**src/pmc_cfg.svh**
```systemverilog
// Offsets, field positions and reset values of the power management capability header
`ifndef PMC_CFG_SVH
`define PMC_CFG_SVH

// ----------------------------------------------------------------------------
// Register byte offsets
// ----------------------------------------------------------------------------
`define PMC_CAP_OFS 12'h0c0
`define PMC_LOCK_OFS 12'h0f8
`define PMC_STAT_OFS 12'h0fc

// ----------------------------------------------------------------------------
// Capability header fields
// ----------------------------------------------------------------------------
`define PMC_CAPABILITY_IDENTIFIER_MSB 7
`define PMC_CAPABILITY_IDENTIFIER_LSB 0
`define PMC_CAPABILITY_IDENTIFIER_VAL 8'h01
`define PMC_LINK_MSB 15
`define PMC_LINK_LSB 8
`define PMC_LINK_RST 8'hd0
`define PMC_VER_MSB 18
`define PMC_VER_LSB 16
`define PMC_VER_VAL 3'h3
`define PMC_EVCLK_BIT 19
`define PMC_RSVD_BIT 20
`define PMC_SPINIT_BIT 21
`define PMC_SPINIT_RST 1'h0
`define PMC_AUX_MSB 24
`define PMC_AUX_LSB 22
`define PMC_D1_BIT 25
`define PMC_D2_BIT 26
`define PMC_EVMASK_MSB 31
`define PMC_EVMASK_LSB 27
`define PMC_EVMASK_RST 5'h19

// ----------------------------------------------------------------------------
// Lock and status register fields
// ----------------------------------------------------------------------------
`define PMC_LOCK_BIT 0
`define PMC_LOCK_RST 1'h0
`define PMC_STAT_STATE_MSB 2
`define PMC_STAT_STATE_LSB 0
`define PMC_STAT_LOCK_BIT 3
`define PMC_STAT_FWD_BIT 4

`endif

```
**src/pmc_pkg.sv**
```systemverilog
// Types shared by the power management capability header block
package pmc_pkg;

  // Power state of the port as driven by the port's power logic
  typedef enum logic [2:0] {
    PMC_D0,
    PMC_D1,
    PMC_D2,
    PMC_D3HOT,
    PMC_D3COLD
  } pmc_pstate_e;

  // All state of the register bank
  typedef struct packed {
    logic [7:0] next_link;
    logic spec_init;
    logic [4:0] event_mask;
    logic lock;
    logic [31:0] rdata;
    logic slverr;
  } pmc_regs_s;

  // All state of the event gate
  typedef struct packed {
    logic fwd;
  } pmc_gate_s;

endpackage

```
**src/pmc_event_gate.sv**
```systemverilog
// Forwarding gate for power management event messages, fixed to the reset mask
`timescale 1ns/100ps
`include "pmc_cfg.svh"

module pmc_event_gate (
  input wire logic pclk,
  input wire logic presetn,
  input wire pmc_pkg::pmc_pstate_e pm_state,
  input wire logic pme_in,
  output logic pme_fwd
);
  import pmc_pkg::*;

  // Behaviour follows the reset pattern except in D3cold, never the register that software writes
  localparam logic [4:0] FIXED_MASK = `PMC_EVMASK_RST;

  pmc_gate_s q;
  pmc_gate_s d;
  logic permit;

  // ----------------------------------------------------------------------------
  // Per-state permission
  // ----------------------------------------------------------------------------
  // Decode the fixed mask per state; D3cold is forced off and never reads mask bit 4
  always_comb begin
    case (pm_state)
      PMC_D0: permit = FIXED_MASK[0];
      PMC_D1: permit = FIXED_MASK[1];
      PMC_D2: permit = FIXED_MASK[2];
      PMC_D3HOT: permit = FIXED_MASK[3];
      PMC_D3COLD: permit = 1'b0;
      default: permit = 1'b0;
    endcase
  end

  // Next state: a one-cycle forward pulse per accepted event
  always_comb begin
    d = q;
    d.fwd = pme_in && permit;
  end

  // State register
  always_ff @(posedge pclk or negedge presetn) begin
    if (!presetn) begin
      q <= '0;
    end else begin
      q <= d;
    end
  end

  assign pme_fwd = q.fwd;
endmodule

```
**src/pmc_cap_regs.sv**
```systemverilog
// APB register bank for the power management capability header word
//
// Register access over APB was left to the implementer.
`timescale 1ns/100ps
`include "pmc_cfg.svh"

// ----------------------------------------------------------------------------
// Operation
// - Low byte always reads 0x01 and ignores writes.
// - Byte one holds the next capability link, writable while unlocked.
// - Version field reads fixed 0x3 and is read-only.
// - Event clock bit 19 always reads zero.
// - Special init bit 21 resets to zero, writable while unlocked.
// - Auxiliary current field bits 24:22 always read zero.
// - D1 support bit 25 always reads zero.
// - D2 support bit 26 always reads zero.
// - Five-bit event state mask, writable while unlocked, resets to 0b11001.
// - Reset mask sets bits 27, 30 and 31; only D0 and D3hot (bits 27 and 30) are forwarded.
// - No event forwarding while in unpowered D3.
// - Writing the mask changes read-back only, not actual forwarding.
// ----------------------------------------------------------------------------

module pmc_cap_regs #(
  parameter int ADDR_W = 12,
  parameter logic [7:0] NEXT_LINK_RST = `PMC_LINK_RST
) (
  input wire logic pclk,
  input wire logic presetn,
  input wire logic [ADDR_W-1:0] paddr,
  input wire logic psel,
  input wire logic penable,
  input wire logic pwrite,
  input wire logic [31:0] pwdata,
  input wire logic [3:0] pstrb,
  output logic [31:0] prdata,
  output logic pready,
  output logic pslverr,
  input wire pmc_pkg::pmc_pstate_e pm_state,
  input wire logic pme_in,
  output logic pme_fwd
);
  import pmc_pkg::*;

  // ----------------------------------------------------------------------------
  // Elaboration checks
  // ----------------------------------------------------------------------------
  // Offsets need eight address bits; the link must point at a whole word
  if (ADDR_W < 8 || ADDR_W > 32) begin : g_bad_addr_w
    $error("ADDR_W must lie between 8 and 32");
  end
  if (NEXT_LINK_RST[1:0] != 2'h0) begin : g_bad_link
    $error("NEXT_LINK_RST must be word aligned");
  end

  // ----------------------------------------------------------------------------
  // Constants
  // ----------------------------------------------------------------------------
  localparam int IDX_W = ADDR_W - 2;
  localparam logic [IDX_W-1:0] CAP_IDX = IDX_W'(`PMC_CAP_OFS >> 2);
  localparam logic [IDX_W-1:0] LOCK_IDX = IDX_W'(`PMC_LOCK_OFS >> 2);
  localparam logic [IDX_W-1:0] STAT_IDX = IDX_W'(`PMC_STAT_OFS >> 2);

  // Reset image of the whole bank; constants only, as async reset demands
  localparam pmc_regs_s RST = '{
    next_link: NEXT_LINK_RST,
    spec_init: `PMC_SPINIT_RST,
    event_mask: `PMC_EVMASK_RST,
    lock: `PMC_LOCK_RST,
    rdata: 32'h0000_0000,
    slverr: 1'b0
  };

  // ----------------------------------------------------------------------------
  // Declarations
  // ----------------------------------------------------------------------------
  pmc_regs_s q;
  pmc_regs_s d;
  logic [IDX_W-1:0] word_idx;
  logic hit_cap;
  logic hit_lock;
  logic hit_stat;
  logic hit_any;
  logic setup;
  logic acc;
  logic acc_wr;
  logic cap_wr_ok;
  logic fwd;

  // ----------------------------------------------------------------------------
  // Read images
  // ----------------------------------------------------------------------------
  // Header word; constant fields are built here so no write path can reach them
  function automatic logic [31:0] cap_word(input pmc_regs_s s);
    logic [31:0] w;
    w = 32'h0000_0000;
    w[`PMC_CAPABILITY_IDENTIFIER_MSB:`PMC_CAPABILITY_IDENTIFIER_LSB] = `PMC_CAPABILITY_IDENTIFIER_VAL;
    w[`PMC_LINK_MSB:`PMC_LINK_LSB] = s.next_link;
    w[`PMC_VER_MSB:`PMC_VER_LSB] = `PMC_VER_VAL;
    w[`PMC_SPINIT_BIT] = s.spec_init;
    w[`PMC_EVMASK_MSB:`PMC_EVMASK_LSB] = s.event_mask;
    return w;
  endfunction

  // Status word shows live state of the port and of the bank
  function automatic logic [31:0] stat_word(input pmc_regs_s s, input pmc_pstate_e st,
                                            input logic f);
    logic [31:0] w;
    w = 32'h0000_0000;
    w[`PMC_STAT_STATE_MSB:`PMC_STAT_STATE_LSB] = st;
    w[`PMC_STAT_LOCK_BIT] = s.lock;
    w[`PMC_STAT_FWD_BIT] = f;
    return w;
  endfunction

  // ----------------------------------------------------------------------------
  // APB decode
  // ----------------------------------------------------------------------------
  // Word decode; the two low address bits are ignored
  assign word_idx = paddr[ADDR_W-1:2];
  assign hit_cap = (word_idx == CAP_IDX);
  assign hit_lock = (word_idx == LOCK_IDX);
  assign hit_stat = (word_idx == STAT_IDX);
  assign hit_any = hit_cap || hit_lock || hit_stat;

  // Phases of the transfer; the bank never inserts wait states
  assign setup = psel && !penable;
  assign acc = psel && penable;
  assign acc_wr = acc && pwrite;
  assign cap_wr_ok = acc_wr && hit_cap && !q.lock;

  // ----------------------------------------------------------------------------
  // Next state
  // ----------------------------------------------------------------------------
  // Read data is latched in setup so prdata comes straight from a flip-flop
  always_comb begin
    d = q;
    if (setup) begin
      d.slverr = !hit_any;
      if (pwrite || !hit_any) begin
        d.rdata = 32'h0000_0000;
      end else if (hit_cap) begin
        d.rdata = cap_word(q);
      end else if (hit_lock) begin
        d.rdata = {31'h0000_0000, q.lock};
      end else begin
        d.rdata = stat_word(q, pm_state, fwd);
      end
    end
    // Only the lockable bytes take data; lanes 0 and the fixed bits are dropped
    if (cap_wr_ok) begin
      if (pstrb[1]) begin
        d.next_link = pwdata[`PMC_LINK_MSB:`PMC_LINK_LSB];
      end
      if (pstrb[2]) begin
        d.spec_init = pwdata[`PMC_SPINIT_BIT];
      end
      if (pstrb[3]) begin
        // Read-back only: the event gate never sees this field
        d.event_mask = pwdata[`PMC_EVMASK_MSB:`PMC_EVMASK_LSB];
      end
    end
    // Lock may be set and cleared by software; status register ignores writes
    if (acc_wr && hit_lock && pstrb[0]) begin
      d.lock = pwdata[`PMC_LOCK_BIT];
    end
  end

  // State register
  always_ff @(posedge pclk or negedge presetn) begin
    if (!presetn) begin
      q <= RST;
    end else begin
      q <= d;
    end
  end

  // ----------------------------------------------------------------------------
  // Outputs
  // ----------------------------------------------------------------------------
  // Zero-wait answer; error flag only inside the access phase
  assign pready = acc;
  assign pslverr = acc && q.slverr;
  assign prdata = q.rdata;
  assign pme_fwd = fwd;

  // ----------------------------------------------------------------------------
  // Event forwarding
  // ----------------------------------------------------------------------------
  // Kept apart so the advertised mask cannot leak into real behaviour
  pmc_event_gate u_gate (
    .pclk(pclk),
    .presetn(presetn),
    .pm_state(pm_state),
    .pme_in(pme_in),
    .pme_fwd(fwd)
  );

  logic rd_cap;
  assign rd_cap = acc && !pwrite && hit_cap;
endmodule

```
**config.mk**
```make
export PLATFORM = sky130hd
export DESIGN_NAME = pmc_cap_regs
export DESIGN_NICKNAME = d
export VERILOG_FILES = /design/src/pmc_pkg.sv /design/src/pmc_event_gate.sv /design/src/pmc_cap_regs.sv
export VERILOG_INCLUDE_DIRS = /design/src
export SDC_FILE = /design/constraint.sdc
export NUM_CORES = 1
export LEC_CHECK = 0
export BUFFER_PORTS_ARGS = -buffer_cell sky130_fd_sc_hd__buf_2
export CAP_MARGIN = 20
export CORE_ASPECT_RATIO = 0.75
export CORE_UTILIZATION = 48
export DETAILED_ROUTE_END_ITERATION = 7
export GPL_TIMING_DRIVEN = 0
export PLACE_DENSITY_LB_ADDON = 0.25
export SETUP_SLACK_MARGIN = 0.4
export SLEW_MARGIN = 20
export SYNTH_ARGS = -nofsm -noshare
export SYNTH_HDL_FRONTEND = slang
export SYNTH_SLANG_ARGS = --single-unit
```
**constraint.sdc**
```tcl
create_clock -name pclk -period 3.2 [get_ports pclk]
set_input_delay 0.8 -clock pclk [delete_from_list [all_inputs] [get_ports pclk]]
set_output_delay 0.8 -clock pclk [all_outputs]
set_load 0.02 [all_outputs]
```
==> report_table.html <==
<table>
<tr><th>Metric</th><th>Value</th></tr>
<tr><th colspan="2">Outcome</th></tr>
<tr><td>Outcome</td><td>completed</td></tr>
<tr><th colspan="2">STA</th></tr>
<tr><td>Total Neg Setup Slack</td><td>0 ns</td></tr>
<tr><td>Final worst path period need</td><td>2.250 ns</td></tr>
<tr><td>RSZ-0062 raised after global routing</td><td>false</td></tr>
<tr><td>Upper clock frequency limit</td><td>444.5 MHz</td></tr>
<tr><td>Max-slew violation count</td><td>0</td></tr>
<tr><td>Transition time of the tightest slew-check pin</td><td>0.7920 ns</td></tr>
<tr><td>Worst slew slack as a fraction of its limit</td><td>47.20%</td></tr>
<tr><td>Ratio of final minimum period to clock period</td><td>70.31%</td></tr>
<tr><td>Final setup violation count</td><td>0</td></tr>
<tr><td>Worst clock skew</td><td>0.005565 ns</td></tr>
<tr><td>Final Hold Vio Count</td><td>0</td></tr>
<tr><th colspan="2">Finish</th></tr>
<tr><td>Count of filler cells inserted in the layout</td><td>274</td></tr>
<tr><td>Diodes inserted</td><td>0</td></tr>
<tr><td>Post-route standard cell area excluding fillers</td><td>0.002255 sq mm</td></tr>
<tr><td>Commonest non-fill, non-tap cell in the layout</td><td>sky130_fd_sc_hd__buf_2</td></tr>
<tr><td>Final core occ</td><td>66.30%</td></tr>
<tr><td>Most frequent cells in the layout</td><td>61 x sky130_fd_sc_hd__buf_2, 32 x sky130_fd_sc_hd__buf_4, 31 x sky130_fd_sc_hd__dfrtp_1, 18 x sky130_fd_sc_hd__a22o_1, 15 x sky130_fd_sc_hd__mux2_2</td></tr>
<tr><td>Share of post-route cells with drive strength above 1</td><td>58.99%</td></tr>
<tr><td>Layout overhead on the synthesized area</td><td>28.16%</td></tr>
<tr><td>NumNets Final</td><td>273</td></tr>
<tr><th colspan="2">Power and ir drop</th></tr>
<tr><td>Comb pwr share</td><td>9.2%</td></tr>
<tr><td>Sequential cell fraction of total power</td><td>53.8%</td></tr>
<tr><td>Internal power contribution</td><td>0.6795 mW</td></tr>
<tr><td>Clock share of power</td><td>37.0%</td></tr>
<tr><td>Power Density</td><td>389.1 mW/mm^2</td></tr>
<tr><td>Worst ir drop on vdd</td><td>298.4 uV</td></tr>
<tr><td>Switching power</td><td>0.1978 mW</td></tr>
<tr><td>Total power after layout</td><td>0.8773 mW</td></tr>
<tr><td>Switching share of power</td><td>22.54%</td></tr>
<tr><td>Leakage</td><td>1.270 nW</td></tr>
<tr><th colspan="2">Logic synthesis</th></tr>
<tr><td>Combined area of all synthesized cells</td><td>0.001759 sq mm</td></tr>
<tr><td>Area share of the largest cell type after synthesis</td><td>44.10%</td></tr>
<tr><td>Post-synthesis compound-gate area fraction</td><td>11.66%</td></tr>
<tr><td>XOR/XNOR Fraction of Synth Area</td><td>0.4979%</td></tr>
<tr><td>Cells taking the most area after synthesis</td><td>sky130_fd_sc_hd__dfrtp_1 44%, sky130_fd_sc_hd__buf_4 14%, sky130_fd_sc_hd__mux2_2 9.6%</td></tr>
<tr><td>Number of register bits inferred by synthesis</td><td>37</td></tr>
<tr><td>Part of the Yosys area used for sequential elements</td><td>53.06%</td></tr>
<tr><td>Count of warnings emitted by yosys</td><td>0</td></tr>
<tr><td>Post-synth cell types</td><td>30</td></tr>
<tr><td>Synthesized instance count</td><td>138</td></tr>
<tr><td>Cell type with the highest aggregate area in the netlist</td><td>sky130_fd_sc_hd__dfrtp_1</td></tr>
<tr><td>Mux share of post-synthesis cell area</td><td>9.602%</td></tr>
<tr><td>Post-synthesis share of cell area spent on and, or, nand and nor gates</td><td>9.815%</td></tr>
<tr><td>Adder-Cell Fraction of Synth Area</td><td>0%</td></tr>
<tr><td>Main combinational cell family by area after synthesis</td><td>buffers and inverters</td></tr>
<tr><td>Per-instance average area after synthesis</td><td>12.75 sq um</td></tr>
<tr><th colspan="2">Worst setup path</th></tr>
<tr><td>Peak per-stage delay on the critical path</td><td>0.55 ns</td></tr>
<tr><td>Critical path buffer and inverter count</td><td>2</td></tr>
<tr><td>Worst reg-to-reg path cell count</td><td>4</td></tr>
<tr><td>Setup CP Type</td><td>in2reg</td></tr>
<tr><td>Slack of the worst reg-to-reg path</td><td>1.62 ns</td></tr>
<tr><td>Critical path depth</td><td>6</td></tr>
<tr><td>Crit path max-delay family</td><td>simple AND/OR/NAND/NOR gates</td></tr>
<tr><td>Crit. End Element</td><td>flop</td></tr>
<tr><td>Cell with the largest stage delay on the worst path</td><td>sky130_fd_sc_hd__or4_4</td></tr>
<tr><td>Crit-path max FO</td><td>10</td></tr>
<tr><td>Crit path launch type</td><td>input pin</td></tr>
<tr><td>Data arrival time at the worst-slack endpoint</td><td>2.47 ns</td></tr>
<tr><td>CP cell instances</td><td>buf_2 -&gt; or4_4 -&gt; or2_4 -&gt; nor4_4 -&gt; buf_6 -&gt; a22o_1</td></tr>
<tr><td>Data required, critical path</td><td>3.42 ns</td></tr>
<tr><th colspan="2">Clock tree</th></tr>
<tr><td>Clock sink total</td><td>37</td></tr>
<tr><td>TritonCTS clock tree</td><td>built</td></tr>
<tr><td>Resized Gates After CTS</td><td>0</td></tr>
<tr><td>Root Buffer</td><td>sky130_fd_sc_hd__clkbuf_8</td></tr>
<tr><td>TritonCTS buffer count</td><td>5</td></tr>
<tr><td>Hold buffers post-CTS</td><td>0</td></tr>
<tr><td>Worst-case clock buffer depth</td><td>2</td></tr>
<tr><td>Level count of the clock H-tree</td><td>2</td></tr>
<tr><td>Clock-pin transition on the worst setup and hold timing paths</td><td>0.06 ns</td></tr>
<tr><td>Clock insertion delay at the later pin of the skew report</td><td>0.29 ns</td></tr>
<tr><td>Number of buffers inserted to repair setup after CTS</td><td>0</td></tr>
<tr><th colspan="2">Placement</th></tr>
<tr><td># port buffers</td><td>61</td></tr>
<tr><td>Area of placed instances</td><td>0.002165 sq mm</td></tr>
<tr><td>Routability congestion estimate</td><td>0.8413</td></tr>
<tr><td>Post-detail-place hpwl</td><td>2638 um</td></tr>
<tr><th colspan="2">Global route</th></tr>
<tr><td>Wire length of the first global-routing pass</td><td>5188 um</td></tr>
<tr><td>Global Route Usage Sum</td><td>18.74%</td></tr>
<tr><td>Maximum number of pins on one net before global-route repair</td><td>38</td></tr>
<tr><td>Met1 Use GR</td><td>20.61%</td></tr>
<tr><td>Met3 Use GR</td><td>5.893%</td></tr>
<tr><td>Global Route met2 Usage</td><td>33.96%</td></tr>
<tr><td>Total congestion overflow</td><td>0</td></tr>
<tr><td>Number of antenna violations at the first check in global routing</td><td>0</td></tr>
<tr><td>GR peak layer</td><td>met2</td></tr>
<tr><td>Vias in the first global route</td><td>1145</td></tr>
<tr><th colspan="2">Drt</th></tr>
<tr><td>Routed via count divided by cell count</td><td>4.678</td></tr>
<tr><td>Total wire length after detailed routing</td><td>3348 um</td></tr>
<tr><td>Number of DRC markers after the initial detailed-route iteration</td><td>47</td></tr>
<tr><td>DRC</td><td>0</td></tr>
<tr><td>Detail-routed net length per standard cell</td><td>12.54 um</td></tr>
<tr><td>Remaining antenna violation count</td><td>0</td></tr>
<tr><td>Detailed Routing Iterations Pass 1</td><td>4</td></tr>
<tr><td>Total number of vias</td><td>1249</td></tr>
<tr><th colspan="2">Floorplan</th></tr>
<tr><td>Number of placed I/O pins</td><td>92</td></tr>
<tr><td>Initial core utilization</td><td>51.73%</td></tr>
<tr><td>Core box area</td><td>0.003401 sq mm</td></tr>
<tr><td>Row count</td><td>18</td></tr>
<tr><td>Die Ht</td><td>54.43 um</td></tr>
<tr><td>Total Die Area</td><td>0.003914 sq mm</td></tr>
<tr><td>Horizontal extent of the die</td><td>71.91 um</td></tr>
<tr><th colspan="2">Hold path</th></tr>
<tr><td>Hold Crit Depth</td><td>1</td></tr>
<tr><td>HP Class</td><td>reg2reg</td></tr>
<tr><th colspan="2">Run</th></tr>
<tr><td>Number of violations of the max-capacitance limit</td><td>0</td></tr>
</table>
-- power by group through the flow --
stage                     Clock, mW  Sequential (mW)  Combinational, mW
after floorplan                   0            0.481             0.0395
after global placement            0            0.480             0.0784
after detailed placement          0            0.481             0.0808
after CTS                     0.334            0.472             0.0808
after global routing          0.355            0.472             0.0881
final                         0.325            0.472             0.0803
-- final cells by class --
cell class / instances / area [sq um] / share of cell area [%]
repair buffers: 61 / 305.3 / 13.54
inverters: 1 / 3.754 / 0.1665
clock buffers: 8 / 90.09 / 3.996
flip-flops and latches: 37 / 933.4 / 41.40
plain buffers: 36 / 262.8 / 11.65
multi-input cells: 74 / 596.8 / 26.47
well taps: 50 / 62.56 / 2.775
-- sequential cells by signal, indices dropped and copies added, names as in the netlist --
name	cells
prdata	20
q	16
u_gate.pme_fwd	1
-- kinds of logic (layout without fill, tap and decap cells) --
group,Yosys count,count (layout)
buf+inv,37,106
simple gates,22,22
compound gates,25,25
flops,37,37
other cells,1,11
mux,15,15
xor+xnor,1,1
-- path summary, 6_finish.rpt --
check                              start          to
worst min register to register      q[0]        q[0]
worst min-delay path                q[0]        q[0]
max in group asynchronous        presetn  prdata[14]
worst max register to register     q[33]       q[42]
min in group asynchronous        presetn       q[41]
worst max-delay path            paddr[9]  prdata[13]
-- routing by layer --
metal  wire, um  vias up
met5          0        -
met4         57        0
met3        200        8
met2       1700       50
met1       1390      584
li1           -      607
-- synth_stat cells --
cell type and number:
sky130_fd_sc_hd__nand2b_1 1, sky130_fd_sc_hd__nand2_2 1, sky130_fd_sc_hd__or4_4 2, sky130_fd_sc_hd__xor2_1 1, sky130_fd_sc_hd__buf_4 32, sky130_fd_sc_hd__and2_1 1, sky130_fd_sc_hd__dfrtp_1 31, sky130_fd_sc_hd__o21ai_0 2
sky130_fd_sc_hd__a21oi_1 1, sky130_fd_sc_hd__nand3_1 2, sky130_fd_sc_hd__nand4b_1 1, sky130_fd_sc_hd__nand2_1 5, sky130_fd_sc_hd__nor4_4 2, sky130_fd_sc_hd__o2111ai_1 1, sky130_fd_sc_hd__nor2_1 1, sky130_fd_sc_hd__buf_6 1
sky130_fd_sc_hd__inv_1 1, sky130_fd_sc_hd__o31a_1 1, sky130_fd_sc_hd__nor4_1 1, sky130_fd_sc_hd__a22o_1 18, sky130_fd_sc_hd__a21o_1 2, sky130_fd_sc_hd__nand4_1 1, sky130_fd_sc_hd__nor3b_1 1, sky130_fd_sc_hd__mux2_2 15
sky130_fd_sc_hd__conb_1 1, sky130_fd_sc_hd__and3_1 1, sky130_fd_sc_hd__clkbuf_1 3, sky130_fd_sc_hd__dfstp_2 6, sky130_fd_sc_hd__nor4_2 1, sky130_fd_sc_hd__or2_4 1
-- metrics by stage --
stage | hold WS (ns) | worst slack [ns] | cells
3_5_place_dp | 0.4708 | 0.6552 | 259
5_1_grt | 0.5083 | 0.8927 | 267
2_1_floorplan | 0.4422 | 0.8422 | 148
3_3_place_gp | 0.4693 | 0.6634 | 259
4_1_cts | 0.4855 | 0.9530 | 267
6_report | 0.4857 | 0.9502 | 267
Note: power is estimated with default switching activity, not from simulation.
